[src/verilog/cpa_pkg.sv]
package cpa_pkg;

  // ------------------------------------------------------------------
  // register word indices (byte address = index * 4)
  // ------------------------------------------------------------------
  localparam logic [7:0] IDX_GATE      = 8'h04;
  localparam logic [7:0] IDX_DIRECT    = 8'h08;
  localparam logic [7:0] IDX_X_EXT     = 8'h09;
  localparam logic [7:0] IDX_Y_EXT     = 8'h0a;
  localparam logic [7:0] IDX_Z_EXT     = 8'h0b;
  localparam logic [7:0] IDX_JUMP      = 8'h0c;
  localparam logic [7:0] IDX_PTR_FIRST = 8'h1a;
  localparam logic [7:0] IDX_PTR_LAST  = 8'h1f;
  localparam logic [7:0] IDX_WIDE_BASE = 8'h20;

  // register-file addresses of the pointer bytes
  localparam logic [4:0] RF_PTR_FIRST  = 5'h1a;
  localparam logic [4:0] RF_PTR_LAST   = 5'h1f;

  // ------------------------------------------------------------------
  // protection gate
  // ------------------------------------------------------------------
  localparam logic [7:0] SIG_IO        = 8'hd8;
  localparam logic [7:0] SIG_INSN      = 8'h9d;
  localparam int         GATE_IO_BIT   = 0;
  localparam int         GATE_INSN_BIT = 1;
  localparam logic [2:0] WINDOW_STEPS  = 3'h4;

  // ------------------------------------------------------------------
  // reset values and sizes
  // ------------------------------------------------------------------
  localparam logic [7:0]  EXT_RESET    = 8'h00;
  localparam logic [15:0] PTR_RESET    = 16'h0000;
  localparam int          WIDE_BYTES   = 4;

  // extension slots
  localparam int EXT_X = 0;
  localparam int EXT_Y = 1;
  localparam int EXT_Z = 2;
  localparam int EXT_D = 3;
  localparam int EXT_J = 4;

  typedef enum logic [1:0] {
    PTR_NONE    = 2'b00,
    PTR_DISP    = 2'b01,
    PTR_POSTINC = 2'b10,
    PTR_PREDEC  = 2'b11
  } cpa_ptr_op_t;

  typedef enum logic [1:0] {
    PROG_NONE  = 2'b00,
    PROG_LOAD  = 2'b01,
    PROG_LOADX = 2'b10,
    PROG_STORE = 2'b11
  } cpa_prog_op_t;

  typedef struct packed {
    logic         rfWrEn;
    logic [4:0]   rfWrAddr;
    logic [7:0]   rfWrData;
    cpa_ptr_op_t  ptrOp;
    logic [1:0]   ptrSel;
    logic [5:0]   disp;
    logic [15:0]  directOperand;
    cpa_prog_op_t progOp;
    logic         progProtected;
    logic         instrStep;
    logic         ioWrite;
    logic         dataWrite;
    logic         sleepExec;
    logic         protRegWrite;
    logic         changeEnable;
  } cpa_cpu_req_t;

  typedef struct packed {
    logic [23:0] dataAddr;
    logic        dataAddrValid;
    logic [23:0] directAddr;
    logic [23:0] progAddr;
    logic        progGranted;
    logic [23:0] jumpAddr;
    logic        protWriteGranted;
    logic        irqHold;
    logic        ioWindowOpen;
    logic        insnWindowOpen;
  } cpa_cpu_rsp_t;

endpackage : cpa_pkg

[src/verilog/cpa_window_cnt.sv]
`timescale 1ns/1ns
module cpa_window_cnt #(
  parameter logic [2:0] LOAD = cpa_pkg::WINDOW_STEPS
) (
  input  wire logic clk,
  input  wire logic reset_n,
  input  wire logic load,
  input  wire logic step,
  input  wire logic cancel,
  output logic      open
);

  typedef struct packed {
    logic [2:0] count;
  } cpa_win_st_t;

  cpa_win_st_t st_ff;
  cpa_win_st_t nxt_st;

  // a signature write wins over a coincident cancel
  always_comb begin
    nxt_st = st_ff;
    if (load) begin
      nxt_st.count = LOAD;
    end else if (cancel) begin
      nxt_st.count = 3'h0;
    end else if (step && (st_ff.count != 3'h0)) begin
      nxt_st.count = st_ff.count - 3'h1;
    end
  end

  always_ff @(posedge clk or negedge reset_n) begin
    if (!reset_n) begin
      st_ff <= '0;
    end else begin
      st_ff <= nxt_st;
    end
  end

  assign open = (st_ff.count != 3'h0);

endmodule : cpa_window_cnt

[src/verilog/cpa_atomic_reg.sv]
`timescale 1ns/1ns
module cpa_atomic_reg #(
  parameter int NBYTES = cpa_pkg::WIDE_BYTES
) (
  input  wire logic       clk,
  input  wire logic       reset_n,
  input  wire logic       wrEn,
  input  wire logic       rdEn,
  input  wire logic [2:0] idx,
  input  wire logic [7:0] wdata,
  output logic [7:0]      rdata
);

  // idx 0..NBYTES-1 are value bytes, NBYTES.. are the temporary latches
  typedef struct packed {
    logic [NBYTES-1:0][7:0] value;
    logic [NBYTES-2:0][7:0] temp;
  } cpa_wide_st_t;

  cpa_wide_st_t st_ff;
  cpa_wide_st_t nxt_st;

  always_comb begin
    nxt_st = st_ff;
    // free-running count, so a torn read would be visible
    nxt_st.value = st_ff.value + 1'b1;
    if (rdEn && (idx == 3'h0)) begin
      for (int k = 0; k < NBYTES - 1; k++) begin
        nxt_st.temp[k] = st_ff.value[k+1];
      end
    end
    if (wrEn) begin
      if (int'(idx) == NBYTES - 1) begin
        nxt_st.value[NBYTES-1] = wdata;
        for (int k = 0; k < NBYTES - 1; k++) begin
          nxt_st.value[k] = st_ff.temp[k];
        end
      end else if (int'(idx) < NBYTES - 1) begin
        nxt_st.temp[idx] = wdata;
      end else begin
        nxt_st.temp[int'(idx) - NBYTES] = wdata;
      end
    end
  end

  always_comb begin
    if (idx == 3'h0) begin
      rdata = st_ff.value[0];
    end else if (int'(idx) < NBYTES) begin
      rdata = st_ff.temp[int'(idx) - 1];
    end else begin
      rdata = st_ff.temp[int'(idx) - NBYTES];
    end
  end

  always_ff @(posedge clk or negedge reset_n) begin
    if (!reset_n) begin
      st_ff <= '0;
    end else begin
      st_ff <= nxt_st;
    end
  end

endmodule : cpa_atomic_reg

[src/verilog/cpa_core.sv]
// The implementer's own choices: the APB slave port and the register addresses.
`timescale 1ns/1ns
// Notes on behaviour
// - top six register-file bytes pair into three 16-bit data pointers
// - lower register address is low byte, higher address is high byte
// - third pointer also addresses program flash, signature, fuses, locks
// - pointers support displacement, post-increment and pre-decrement
// - each pointer gets its own 8-bit extension as bits 23 to 16
// - extended loads and stores use third extension; plain load ignores it
// - direct extension sits above the 16-bit operand for direct addresses
// - jump extension sits above third pointer for far jumps and calls
// - low write goes to latch; high write commits latch same cycle
// - low read captures upper bytes into latch; high read returns latch
// - temporary latches are plain readable and writable locations
// - 24 and 32-bit registers use two and three latches, low first
// - protected writes and instructions need a prior gate signature
// - program store and fuse or signature loads are protected
// - io window closes on io or data write, store, load, sleep
// - instruction window lasts four steps, closes on data write or sleep
// - interrupts stay pending while any window is open
// - a programmed lock fuse blocks protected register changes
// - gate accepts d8 for io window and 9d for instruction window
// - gate reads bit 0 io window, bit 1 instruction window, rest zero
module cpa_core #(
  parameter int PADDR_W = 12
) (
  input  wire logic                  clk,
  input  wire logic                  reset_n,
  input  wire logic                  psel,
  input  wire logic                  penable,
  input  wire logic                  pwrite,
  input  wire logic [PADDR_W-1:0]    paddr,
  input  wire logic [31:0]           pwdata,
  output logic      [31:0]           prdata,
  output logic                       pready,
  output logic                       pslverr,
  input  wire cpa_pkg::cpa_cpu_req_t cpuReq,
  input  wire logic                  fuseLockPin,
  output cpa_pkg::cpa_cpu_rsp_t      cpuRsp
);

  // ------------------------------------------------------------------
  // state
  // ------------------------------------------------------------------
  typedef struct packed {
    logic [4:0][7:0]       ext;
    logic [2:0][15:0]      ptr;
    logic [31:0]           prdata;
    logic                  pready;
    logic                  pslverr;
    logic                  fuseSync1;
    logic                  fuseSync2;
    cpa_pkg::cpa_cpu_rsp_t rsp;
  } cpa_core_st_t;

  cpa_core_st_t st_ff;
  cpa_core_st_t nxt_st;

  // ------------------------------------------------------------------
  // bus decode
  // ------------------------------------------------------------------
  logic [7:0] idx;
  logic       aligned;
  logic       setupPh;
  logic       accessPh;
  logic       wideHit;
  logic       ptrHit;
  logic       extHit;
  logic       gateHit;
  logic       hit;
  logic [7:0] wideRdata;
  logic [7:0] rdByte;
  logic       ioOpen;
  logic       insnOpen;
  logic       loadIo;
  logic       loadInsn;
  logic       cancelIo;
  logic       cancelInsn;

  assign idx      = paddr[9:2];
  assign aligned  = (paddr[1:0] == 2'b00) && (paddr[PADDR_W-1:10] == '0);
  assign setupPh  = psel && !penable;
  assign accessPh = psel && penable && st_ff.pready;

  assign wideHit  = aligned && (idx >= cpa_pkg::IDX_WIDE_BASE)
                 && (idx < cpa_pkg::IDX_WIDE_BASE
                           + 8'(2 * cpa_pkg::WIDE_BYTES - 1));
  assign ptrHit   = aligned && (idx >= cpa_pkg::IDX_PTR_FIRST)
                 && (idx <= cpa_pkg::IDX_PTR_LAST);
  assign extHit   = aligned && (idx >= cpa_pkg::IDX_DIRECT)
                 && (idx <= cpa_pkg::IDX_JUMP);
  assign gateHit  = aligned && (idx == cpa_pkg::IDX_GATE);
  assign hit      = wideHit || ptrHit || extHit || gateHit;

  // slot of an extension register from its bus index
  function automatic int ext_slot(input logic [7:0] i);
    int s;
    s = cpa_pkg::EXT_J;
    case (i)
      cpa_pkg::IDX_X_EXT:  s = cpa_pkg::EXT_X;
      cpa_pkg::IDX_Y_EXT:  s = cpa_pkg::EXT_Y;
      cpa_pkg::IDX_Z_EXT:  s = cpa_pkg::EXT_Z;
      cpa_pkg::IDX_DIRECT: s = cpa_pkg::EXT_D;
      default:             s = cpa_pkg::EXT_J;
    endcase
    return s;
  endfunction : ext_slot

  // ------------------------------------------------------------------
  // read mux
  // ------------------------------------------------------------------
  logic [7:0] ptrOff;
  assign ptrOff = idx - cpa_pkg::IDX_PTR_FIRST;

  always_comb begin
    rdByte = 8'h00;
    if (gateHit) begin
      rdByte[cpa_pkg::GATE_IO_BIT]   = ioOpen;
      rdByte[cpa_pkg::GATE_INSN_BIT] = insnOpen;
    end else if (extHit) begin
      rdByte = st_ff.ext[ext_slot(idx)];
    end else if (ptrHit) begin
      rdByte = st_ff.ptr[ptrOff[2:1]][ptrOff[0]*8 +: 8];
    end else if (wideHit) begin
      rdByte = wideRdata;
    end
  end

  // ------------------------------------------------------------------
  // multi-byte atomic register
  // ------------------------------------------------------------------
  cpa_atomic_reg #(
    .NBYTES (cpa_pkg::WIDE_BYTES)
  ) u_wide (
    .clk     (clk),
    .reset_n (reset_n),
    .wrEn    (accessPh && pwrite && wideHit),
    .rdEn    (setupPh && !pwrite && wideHit),
    .idx     (3'(idx - cpa_pkg::IDX_WIDE_BASE)),
    .wdata   (pwdata[7:0]),
    .rdata   (wideRdata)
  );

  // ------------------------------------------------------------------
  // protection windows
  // ------------------------------------------------------------------
  // the protected write, the store and the load themselves cancel the io window only
  assign loadIo     = accessPh && pwrite && gateHit
                   && (pwdata[7:0] == cpa_pkg::SIG_IO);
  assign loadInsn   = accessPh && pwrite && gateHit
                   && (pwdata[7:0] == cpa_pkg::SIG_INSN);
  assign cancelIo   = cpuReq.ioWrite || cpuReq.dataWrite
                   || cpuReq.sleepExec || cpuReq.protRegWrite
                   || (cpuReq.progOp != cpa_pkg::PROG_NONE);
  assign cancelInsn = cpuReq.dataWrite || cpuReq.sleepExec;

  cpa_window_cnt #(
    .LOAD (cpa_pkg::WINDOW_STEPS)
  ) u_io_win (
    .clk     (clk),
    .reset_n (reset_n),
    .load    (loadIo),
    .step    (cpuReq.instrStep),
    .cancel  (cancelIo),
    .open    (ioOpen)
  );

  cpa_window_cnt #(
    .LOAD (cpa_pkg::WINDOW_STEPS)
  ) u_insn_win (
    .clk     (clk),
    .reset_n (reset_n),
    .load    (loadInsn),
    .step    (cpuReq.instrStep),
    .cancel  (cancelInsn),
    .open    (insnOpen)
  );

  // ------------------------------------------------------------------
  // next state
  // ------------------------------------------------------------------
  logic [23:0] base;
  logic [23:0] moved;
  logic [4:0]  rfOff;
  int          sel;

  always_comb begin
    nxt_st = st_ff;
    base   = 24'h000000;
    moved  = 24'h000000;
    rfOff  = 5'h00;
    sel    = 0;

    // fuse pin comes from outside the clock domain
    nxt_st.fuseSync1 = fuseLockPin;
    nxt_st.fuseSync2 = st_ff.fuseSync1;

    // apb: one access cycle, read side effects taken at setup
    nxt_st.pready  = 1'b0;
    nxt_st.pslverr = 1'b0;
    if (setupPh) begin
      nxt_st.pready  = 1'b1;
      nxt_st.pslverr = !hit;
      nxt_st.prdata  = {24'h000000, rdByte};
      if (pwrite || !hit) begin
        nxt_st.prdata = 32'h00000000;
      end
    end

    if (accessPh && pwrite && extHit) begin
      nxt_st.ext[ext_slot(idx)] = pwdata[7:0];
    end
    if (accessPh && pwrite && ptrHit) begin
      nxt_st.ptr[ptrOff[2:1]][ptrOff[0]*8 +: 8] = pwdata[7:0];
    end

    // register-file writes from the core take priority over the bus
    if (cpuReq.rfWrEn && (cpuReq.rfWrAddr >= cpa_pkg::RF_PTR_FIRST)
        && (cpuReq.rfWrAddr <= cpa_pkg::RF_PTR_LAST)) begin
      rfOff = cpuReq.rfWrAddr - cpa_pkg::RF_PTR_FIRST;
      nxt_st.ptr[rfOff[2:1]][rfOff[0]*8 +: 8] = cpuReq.rfWrData;
    end

    // pointer addressing modes carry into the extension byte
    sel  = (cpuReq.ptrSel > 2'd2) ? 2 : int'(cpuReq.ptrSel);
    base = {st_ff.ext[sel], st_ff.ptr[sel]};
    nxt_st.rsp.dataAddrValid = (cpuReq.ptrOp != cpa_pkg::PTR_NONE);
    nxt_st.rsp.dataAddr      = base;
    case (cpuReq.ptrOp)
      cpa_pkg::PTR_DISP: begin
        nxt_st.rsp.dataAddr = base + {18'h00000, cpuReq.disp};
      end
      cpa_pkg::PTR_POSTINC: begin
        moved           = base + 24'h000001;
        nxt_st.ext[sel] = moved[23:16];
        nxt_st.ptr[sel] = moved[15:0];
      end
      cpa_pkg::PTR_PREDEC: begin
        moved               = base - 24'h000001;
        nxt_st.rsp.dataAddr = moved;
        nxt_st.ext[sel]     = moved[23:16];
        nxt_st.ptr[sel]     = moved[15:0];
      end
      default: begin
        nxt_st.rsp.dataAddr = base;
      end
    endcase

    nxt_st.rsp.directAddr = {st_ff.ext[cpa_pkg::EXT_D],
                             cpuReq.directOperand};
    nxt_st.rsp.jumpAddr   = {st_ff.ext[cpa_pkg::EXT_J],
                             st_ff.ptr[2]};

    // program memory through the third pointer
    case (cpuReq.progOp)
      cpa_pkg::PROG_LOAD: begin
        nxt_st.rsp.progAddr    = {8'h00, st_ff.ptr[2]};
        nxt_st.rsp.progGranted = !cpuReq.progProtected
                              || insnOpen;
      end
      cpa_pkg::PROG_LOADX: begin
        nxt_st.rsp.progAddr    = {st_ff.ext[cpa_pkg::EXT_Z],
                                  st_ff.ptr[2]};
        nxt_st.rsp.progGranted = !cpuReq.progProtected
                              || insnOpen;
      end
      cpa_pkg::PROG_STORE: begin
        nxt_st.rsp.progAddr    = {st_ff.ext[cpa_pkg::EXT_Z],
                                  st_ff.ptr[2]};
        nxt_st.rsp.progGranted = insnOpen;
      end
      default: begin
        nxt_st.rsp.progAddr    = {8'h00, st_ff.ptr[2]};
        nxt_st.rsp.progGranted = 1'b0;
      end
    endcase

    // a protected write needs the window, its enable bit and no lock
    nxt_st.rsp.protWriteGranted = cpuReq.protRegWrite && ioOpen
                               && cpuReq.changeEnable
                               && !st_ff.fuseSync2;

    // hold interrupts from the signature write itself onward
    nxt_st.rsp.irqHold        = ioOpen || insnOpen
                             || loadIo || loadInsn;
    nxt_st.rsp.ioWindowOpen   = ioOpen;
    nxt_st.rsp.insnWindowOpen = insnOpen;
  end

  // ------------------------------------------------------------------
  // registers
  // ------------------------------------------------------------------
  always_ff @(posedge clk or negedge reset_n) begin
    if (!reset_n) begin
      st_ff     <= '0;
      st_ff.ext <= {5{cpa_pkg::EXT_RESET}};
      st_ff.ptr <= {3{cpa_pkg::PTR_RESET}};
    end else begin
      st_ff <= nxt_st;
    end
  end

  assign prdata  = st_ff.prdata;
  assign pready  = st_ff.pready;
  assign pslverr = st_ff.pslverr;
  assign cpuRsp  = st_ff.rsp;

endmodule : cpa_core

[config.mk]
export PLATFORM = sky130hd
export DESIGN_NAME = cpa_core
export DESIGN_NICKNAME = d
export VERILOG_FILES = /design/src/verilog/cpa_pkg.sv /design/src/verilog/cpa_window_cnt.sv /design/src/verilog/cpa_atomic_reg.sv /design/src/verilog/cpa_core.sv
export SDC_FILE = /design/constraint.sdc
export NUM_CORES = 1
export LEC_CHECK = 0
export ABC_CLOCK_PERIOD_IN_PS = 5100
export BUFFER_PORTS_ARGS = -buffer_cell sky130_fd_sc_hd__buf_2
export CORE_MARGIN = 2
export CORE_UTILIZATION = 55
export DETAILED_ROUTE_END_ITERATION = 8
export GPL_TIMING_DRIVEN = 0
export HOLD_SLACK_MARGIN = 0.06
export PLACE_DENSITY = 0.76
export SLEW_MARGIN = 15
export SYNTH_ARGS = -nofsm -noshare
export SYNTH_HDL_FRONTEND = slang
export SYNTH_SLANG_ARGS = --single-unit
[constraint.sdc]
create_clock -name clk -period 5.1 [get_ports clk]
set_input_delay 1.02 -clock clk [delete_from_list [all_inputs] [get_ports clk]]
set_output_delay 1.02 -clock clk [all_outputs]
set_load 0.1 [all_outputs]
=== Word level (Yosys, flattened, before mapping) ===
Index checks and enable logic that the tools add are counted.

* Flip-flop bits (word level): 264
* Latch bits: 0
* RAM bits: 0
* Bits in read-only memories: 0
* Memories: 0
* Word-level logic and storage cells: 223

* Shifts and indexed selects: 5
* Mux-type cells: 71
* Multiply operators: 0
* Bitwise logic cells: 0
* Reduce and logical (&&, ||, !) cells: 62
* $add $sub $neg: 13
* Eq/ne operators: 14
* Order comparisons: 26
* Divide/modulo/power cells: 0

{| class="wikitable"
|+ Operators with widths
! kind !! count
|-
| 48-bit bitwise mux || 4
|-
| 88-bit one-hot mux with 2 select lines || 1
|-
| 8-bit two-way mux || 18
|-
| 32-bit two-way mux || 4
|-
| 40-bit bitwise mux || 3
|-
| 16-bit demux with 2-bit select || 3
|-
| 16-bit two-way mux || 6
|-
| 48-bit two-way mux || 2
|-
| 25-bit one-hot mux with 3 select lines || 1
|-
| 24-bit two-way mux || 3
|-
| 4-bit negation with 34-bit output || 2
|-
| 8-bit by 34-bit variable shift with 16-bit output, first input constant || 2
|-
| 8-bit by 34-bit indexed part select with 16-bit output || 2
|-
| 16-bit binary-select mux with 2-bit select || 2
|-
| 32-bit by 1-bit greater-or-equal comparator with 1-bit output, second input constant || 2
|-
| 32-bit by 4-bit less-than comparator with 1-bit output, second input constant || 2
|-
| 32-bit by 5-bit less-than comparator with 1-bit output, second input constant || 2
|-
| 56-bit two-way mux || 1
|-
| 8-bit binary-select mux with 3-bit select || 2
|-
| 24-bit bitwise mux || 2
|-
| 8-bit demux with 3-bit select || 2
|-
| 24-bit one-hot mux with 2 select lines || 1
|-
| 40-bit two-way mux || 1
|-
| 1-bit logical AND || 35
|-
| 42 further kinds || 88
|}

=== Depth between registers and ports, before layout ===
Gate-level depths: netlist of the first run.

* Depth in word-level cells: 14
* Gate-level depth with buffers: 15

=== By module ===
Synthesis of the first run repeated with hierarchy kept, for this count alone.

* Cell total of the unflattened synthesis: 1708
* Area, all modules: 15902.8 um^2

{| class="wikitable"
|+ Modules (own cells, without submodules)
! module !! instances !! seq. area each (um^2) !! cells each !! area an instance (um^2)
|-
| cpa_core || 1 || 4654.5 || 1282 || 12119.1
|-
| cpa_atomic_reg || 1 || 1401.3 || 388 || 3398.3
|-
| cpa_window_cnt || 2 || 75.1 || 19 || 192.7
|}

=== Worst setup path after synthesis of the first run ===
OpenSTA, ideal clock, no wires.

* Kind: input to register
* Start: input port paddr[3]
* End: register st_ff[207] (netlist name)
* Slack: 1.150 ns
* Stages on the path: 11
* Arrival time: 3.812 ns
* Path buffers: 3
* Data required time: 4.962 ns
* Path through: clkbuf_1 > clkbuf_1 > inv_1 > ha_1 > nor2b_1 > or4_1 > clkbuf_1 > nor3_2 > mux2_2 > nand2_1 > o221ai_1

{| class="wikitable"
|+ RTL lines
! what !! RTL line !! source
|-
| start, declared || cpa_core.sv:32 || <nowiki>input wire logic [PADDR_W-1:0] paddr,</nowiki>
|-
| end signal, assigned || cpa_core.sv:299 || <nowiki>st_ff <= nxt_st;</nowiki>
|-
| end, declared || cpa_core.sv:56 || <nowiki>cpa_core_st_t st_ff;</nowiki>
|}

==> impl_metrics.tcl, run 1 <==
set metrics [dict create \
    ys_ff_latch 248 \
    fin_crit_sh 0.930 \
    dieHeight_um 173 \
    critPathKind "in -> reg" \
    finalClockSkew_ns 0.0209 \
    htreeDepth 1 \
    vias 14757 \
    drc_errors 0 \
    drive_gt1_frac 0.219 \
    fin_crit_ns 4.74 \
    grt_overflow 0 \
    ir_worst_vdd_v 0.000419 \
    postSynthCellCount 1736 \
    routed_wl_um 53400 \
    r2r-end "cpuRsp[98]$_DFF_PN0_" \
    final_cell_mix "248 x dfrtp_1, 181 x buf_2, 175 x nand2_1" \
    yosysTopAreaCell "dfrtp_1" \
    hold_start "nxt_st[102]$_DFF_PN0_" \
    clkSinkCount 248 \
    die_w_um 173 \
    antennaDiodeCount 0 \
    cts_max_path_buffers 3 \
    internal_power_mw 4.60 \
    place_congestion 0.991 \
    worstPathMaxFanout 10 \
    hold_end "st_ff[102]$_DFF_PN0_" \
    combPwrFrac 0.428 \
    drv_slew 0 \
    leakage_nw 8.46 \
    clock_latency_ns 0.55 \
    required_ns 5.50 \
    pwr-share-clk 0.257 \
    rsz0062_at_grt "false" \
    tns_ns 0 \
    cts_setup_buffers 0 \
    coreArea_um2 28000 \
    hold_depth 0 \
    path_clk_slew_ns 0.06 \
    grt_start_max_net_pins 96 \
    ys_async_sr_fraction 1.00 \
    synth_area_um2 15800 \
    fin_util 0.651 \
    met2_usage 0.522 \
    yosysUniqueCellTypes 73 \
    powerDensity_nw_per_um2 454 \
    ys.flop_type "dfrtp_1" \
    wl_per_cell_um 22.6 \
    nets 2086 \
    synth_enable_flop_cells 0 \
    outcome "completed" \
    drt_first_pass_iters 6 \
    reg2reg_from "st_ff[156]$_DFF_PN0_" \
    syn_area_per_cell_um2 9.08 \
    rows 61 \
    grt_pass1_vias 14068 \
    reg2reg_depth 12 \
    dpl.hpwl_um 39700 \
    cp-end-kind "flip-flop" \
    hold_buffers 0 \
    synth-seq-area-share 0.394 \
    die_area_um2 30000 \
    grt_usage 0.348 \
    post_drt_via_cell_ratio 6.25 \
    setup_viol 0 \
    worst_slew_pin_slew_ns 1.06 \
    numCtsBuffers 27 \
    grt_antenna_before_repair 0 \
    met1_usage 0.489 \
    drtIter0Drc 1673 \
    hold_viol 0 \
    cts_tree "yes" \
    drtAntennaViolNets 0 \
    crit_arrival_ns 5.15 \
    io_pins 235 \
    root_buffer "clkbuf_16" \
    start_util 0.563 \
    start_kind "input pin" \
    synth_top_area_frac 0.394 \
    power.switching_mw 3.68 \
    final_common_cell "dfrtp_1" \
    p_sw_frac 0.444 \
    use_met3 0.0814 \
    p_seq_frac 0.315 \
    port_buffers 177 \
    maxCapViolCount 0 \
    synth.area.top_cells "dfrtp_1 39%, mux2i_1 8.3%, buf_4 6.4%, nand2_1 4.2%, a21oi_1 3.9%" \
    cts_resized 0 \
    grt_pass1_wl_um 81600 \
    slew_headroom 0.292 \
    grt-busiest-layer "met2" \
    max_freq_mhz 211 \
    area_growth_syn_to_layout_pct 15.7 \
    ys.warnings.count 0 \
    hold_path.class "reg -> reg" \
    rrSetupSlack_ns 1.11 \
]
layer usage:
| metal | vias up | part of all wire |
|---|---|---|
| met5 | - | 0 |
| met4 | 0 | 0.040 |
| met3 | 164 | 0.12 |
| met2 | 947 | 0.43 |
| met1 | 7098 | 0.41 |
| li1 | 6548 | - |
sequential cells by signal, indices dropped and copies added, names as in the netlist:
register / cells
st_ff: 57
u_io_win.st_ff: 3
u_wide.st_ff: 56
prdata: 8
pslverr: 1
u_insn_win.st_ff: 3
cpuRsp: 86
nxt_st: 33
pready: 1
how the worst max path moves through the flow:
stage	startpoint	to	slack, ns	cells after the start
6_report	paddr[3]	st_ff[207]$_DFF_PN0_	0.36	12
5_1_grt	paddr[3]	prdata[3]$_DFFE_PN0P_	0.17	13
4_1_cts	paddr[2]	st_ff[207]$_DFF_PN0_	0.47	10
3_5_place_dp	paddr[2]	st_ff[207]$_DFF_PN0_	-0.09	10
3_3_place_gp	reset_n	u_wide.st_ff[33]$_DFF_PN0_	-1.42	1
2_1_floorplan	paddr[3]	st_ff[207]$_DFF_PN0_	1.15	11
critical path, cell delays in order:
cell	delay, ns
buf_2	0.16
clkbuf_1	0.59
clkbuf_1	0.63
inv_1	0.26
ha_1	0.26
nor2b_1	0.17
or4_1	0.48
clkbuf_1	0.26
nor3_2	0.70
mux2_2	0.41
nand2_1	0.06
o221ai_1	0.13
synthesized netlist by cell type (5+ instances only):
cell	number
and4_1	8
a21oi_1	122
buf_4	135
or4_1	6
clkinv_1	6
nor4_1	7
o21ai_0	105
dfrtp_1	248
xnor2_1	52
or2_2	7
o2bb2ai_1	8
nand4_1	18
o221ai_1	14
mux2i_1	131
nand3b_1	9
a22oi_1	18
mux2_2	35
and2_1	19
nand2b_1	9
nor2b_1	6
mux4_2	8
or3_1	12
xor2_1	22
nor2_1	134
nand2_1	175
inv_1	16
o211ai_1	28
o21a_1	19
clkbuf_1	89
buf_2	5
ha_1	20
a31oi_1	10
o22ai_1	35
a221oi_1	24
nor3_1	26
and3_1	19
nand3_1	61
buf_1	6
through the flow:
step	hold slack [ns]	power (mW)	setup WS (ns)	cells	area [um^2]
after global placement	0.338	6.05	-1.42	2314	17200
after floorplan	0.331	5.36	1.15	1759	15800
final	0.352	8.27	0.356	2362	18200
after CTS	0.354	8.22	0.473	2362	18200
after global routing	0.367	8.57	0.167	2362	18200
after detailed placement	0.346	6.10	-0.0862	2316	17300
power by group through the flow:
| stage | Sequential [mW] | Combinational, mW | Clock, mW |
|---|---|---|---|
| floorplan | 2.50 | 2.86 | 0 |
| global placement | 2.61 | 3.44 | 0 |
| detailed placement | 2.62 | 3.48 | 0 |
| CTS | 2.59 | 3.49 | 2.14 |
| global route | 2.63 | 3.72 | 2.22 |
| finish | 2.61 | 3.54 | 2.12 |
cell type report:
| class | instances | area, um^2 |
|---|---|---|
| Sequential cell | 248 | 6210 |
| Clock inverter | 8 | 173 |
| Inverter | 23 | 86.3 |
| Timing Repair Buffer | 179 | 951 |
| Clock buffer | 38 | 777 |
| Buffer | 240 | 1440 |
| Tap cell | 378 | 473 |
| Fill cell | 2380 | 9780 |
| Multi-Input combinational cell | 1248 | 8120 |
cells by family after synthesis:
kind of cell	after synthesis	synth area share
AO/OA/AOI/OAI	422	0.168
adder cells (fa/ha/maj)	21	0.0165
XOR/XNOR	74	0.0411
AND/OR/NAND/NOR	531	0.162
buffers and inverters	263	0.0968
flip-flops	248	0.394
multiplexers	176	0.121
other	1	0.000238
Power figures use the tool's default switching activity.
==> inputs of run 2 (changes only) <==
PLACE_DENSITY = 0.77   (was 0.76)
==> run 2 against run 1 <==
Clock skew shrank 0.00056 ns. Maximum frequency grew 0.36%. Utilization grew 0.33 points. Combinational power is essentially flat. Sequential power is essentially flat. Sequential share of layout area shrank 0.17 points. Critical endpoint is now prdata[4]$_DFFE_PN0P_. Largest power group unchanged.
==> impl_metrics.tcl, run 2 (same netlist as run 1, synthesis figures left out) <==
set metrics [dict create \
    outcome "completed" \
    drive_gt1_frac 0.223 \
    final_common_cell "dfrtp_1" \
    final_cell_mix "248 x dfrtp_1, 181 x buf_2, 175 x nand2_1" \
    grt_start_max_net_pins 106 \
    post_drt_via_cell_ratio 6.33 \
    drv_slew 0 \
    dr_wl_met3_um 6070 \
    worst_slew_pin_slew_ns 1.03 \
    place_congestion 0.989 \
    total_power_mw 8.39 \
    setup_viol 0 \
    drtIter0Drc 1846 \
    rsz0062_at_grt "false" \
    tns_ns 0 \
    path_clk_slew_ns 0.06 \
    cts_resized 0 \
    grt_pass1_vias 14279 \
    holdWs_ns 0.359 \
    coreArea_um2 28000 \
    clock_latency_ns 0.58 \
    p_sw_frac 0.444 \
    routed_wl_um 54000 \
    drtAntennaViolNets 0 \
    largest_reg_flops 86 \
    routed.top_layer "met4" \
    rows 61 \
    critPathKind "in -> reg" \
    crit_arrival_ns 5.16 \
    finalClockSkew_ns 0.0203 \
    placed_area_um2 17300 \
    final_cells 2369 \
    area_growth_syn_to_layout_pct 16.3 \
    combPwrFrac 0.422 \
    grt_antenna_before_repair 1 \
    place_ws_ns -0.0455 \
    maxCapViolCount 0 \
    numCtsBuffers 29 \
    hold_path.class "reg -> reg" \
    grt_pass1_wl_um 82700 \
    powerDensity_nw_per_um2 458 \
    start_kind "input pin" \
    required_ns 5.54 \
    final_area_um2 18300 \
    vias 14987 \
    fin_crit_ns 4.73 \
    slew_headroom 0.311 \
    io_pins 235 \
    fin_util 0.654 \
    cp-end-kind "flip-flop" \
    port_buffers 177 \
    hold_buffers 0 \
    cts_setup_buffers 0 \
    internal_power_mw 4.66 \
    clkSinkCount 248 \
    cts_max_path_buffers 3 \
    fin_crit_sh 0.927 \
    htreeDepth 1 \
    die_w_um 173 \
    ir_worst_vdd_v 0.000381 \
    setup_ws_ns 0.373 \
    route.met2.wl_um 23400 \
    dieHeight_um 173 \
    dpl.hpwl_um 39800 \
    root_buffer "clkbuf_16" \
    drt_first_pass_iters 9 \
    max_freq_mhz 212 \
    dp.cells 2316 \
    leakage_nw 8.51 \
    grt_overflow 0 \
    start_util 0.563 \
    worstPathMaxFanout 10 \
    wl_per_cell_um 22.8 \
    hold_viol 0 \
    pwr-share-clk 0.268 \
    die_area_um2 30000 \
    m1WireLength_um 22400 \
    cts_tree "yes" \
    power.switching_mw 3.73 \
    p_seq_frac 0.310 \
    drc_errors 0 \
    grt_usage 0.353 \
    nets 2088 \
]
## run 2: cell count changes in the layout (fill, tap and decap cells not counted)
cell       before  now
clkbuf_1       94   92
clkbuf_16      27   29
clkbuf_8        6    5
clkinv_2        0    3
clkinv_4        0    3
diode_2         0    1
inv_16          0    1
## run 2: final cells by class
cell class / instances / area, um^2
well taps: 378 / 473
diodes: 1 / 2.50
flip-flops and latches: 248 / 6210
inverters: 23 / 86.3
multi-input cells: 1248 / 8120
plain buffers: 240 / 1440
clock inverters: 15 / 234
fillers: 2382 / 9690
clock buffers: 37 / 806
repair buffers: 179 / 951
## run 2: path summary, 6_finish.rpt
check | from | to | slack (ns) | cells past startpoint
setup / recovery | paddr[3] | prdata[4]$_DFFE_PN0P_ | 0.37 | 13
hold / removal | nxt_st[102]$_DFF_PN0_ | st_ff[102]$_DFF_PN0_ | 0.36 | 0
setup reg to reg | st_ff[156]$_DFF_PN0_ | cpuRsp[98]$_DFF_PN0_ | 1.10 | 12
hold reg to reg | nxt_st[102]$_DFF_PN0_ | st_ff[102]$_DFF_PN0_ | 0.36 | 0
max in group asynchronous | reset_n | u_wide.st_ff[39]$_DFF_PN0_ | 3.76 | 2
min in group asynchronous | reset_n | cpuRsp[80]$_DFF_PN0_ | 0.41 | 1
## run 2: worst max-delay path, stage by stage
cell and delay [ns]:
buf_2 0.15, clkbuf_1 0.58, clkbuf_1 0.61, inv_1 0.24, ha_1 0.25, nor2b_1 0.17, o211ai_1 0.69, o21a_1 0.29
nor2_1 0.18, o221ai_1 0.13, a21oi_1 0.15, a2111oi_0 0.53, o21ai_0 0.15
## run 2: routing by layer
| layer | vias up | global-route usage |
|---|---|---|
| met1 | 7204 | 0.507 |
| met4 | 0 | 0.139 |
| met2 | 1052 | 0.530 |
| met3 | 163 | 0.0671 |
| li1 | 6568 | - |
| met5 | - | 0 |
## run 2: power groups by stage
stage / logic (mW) / registers, mW / clock network, mW
2_1_floorplan: 2.86 / 2.50 / 0
3_3_place_gp: 3.44 / 2.60 / 0
3_5_place_dp: 3.48 / 2.62 / 0
4_1_cts: 3.49 / 2.59 / 2.26
5_1_grt: 3.72 / 2.63 / 2.34
6_report: 3.54 / 2.60 / 2.25
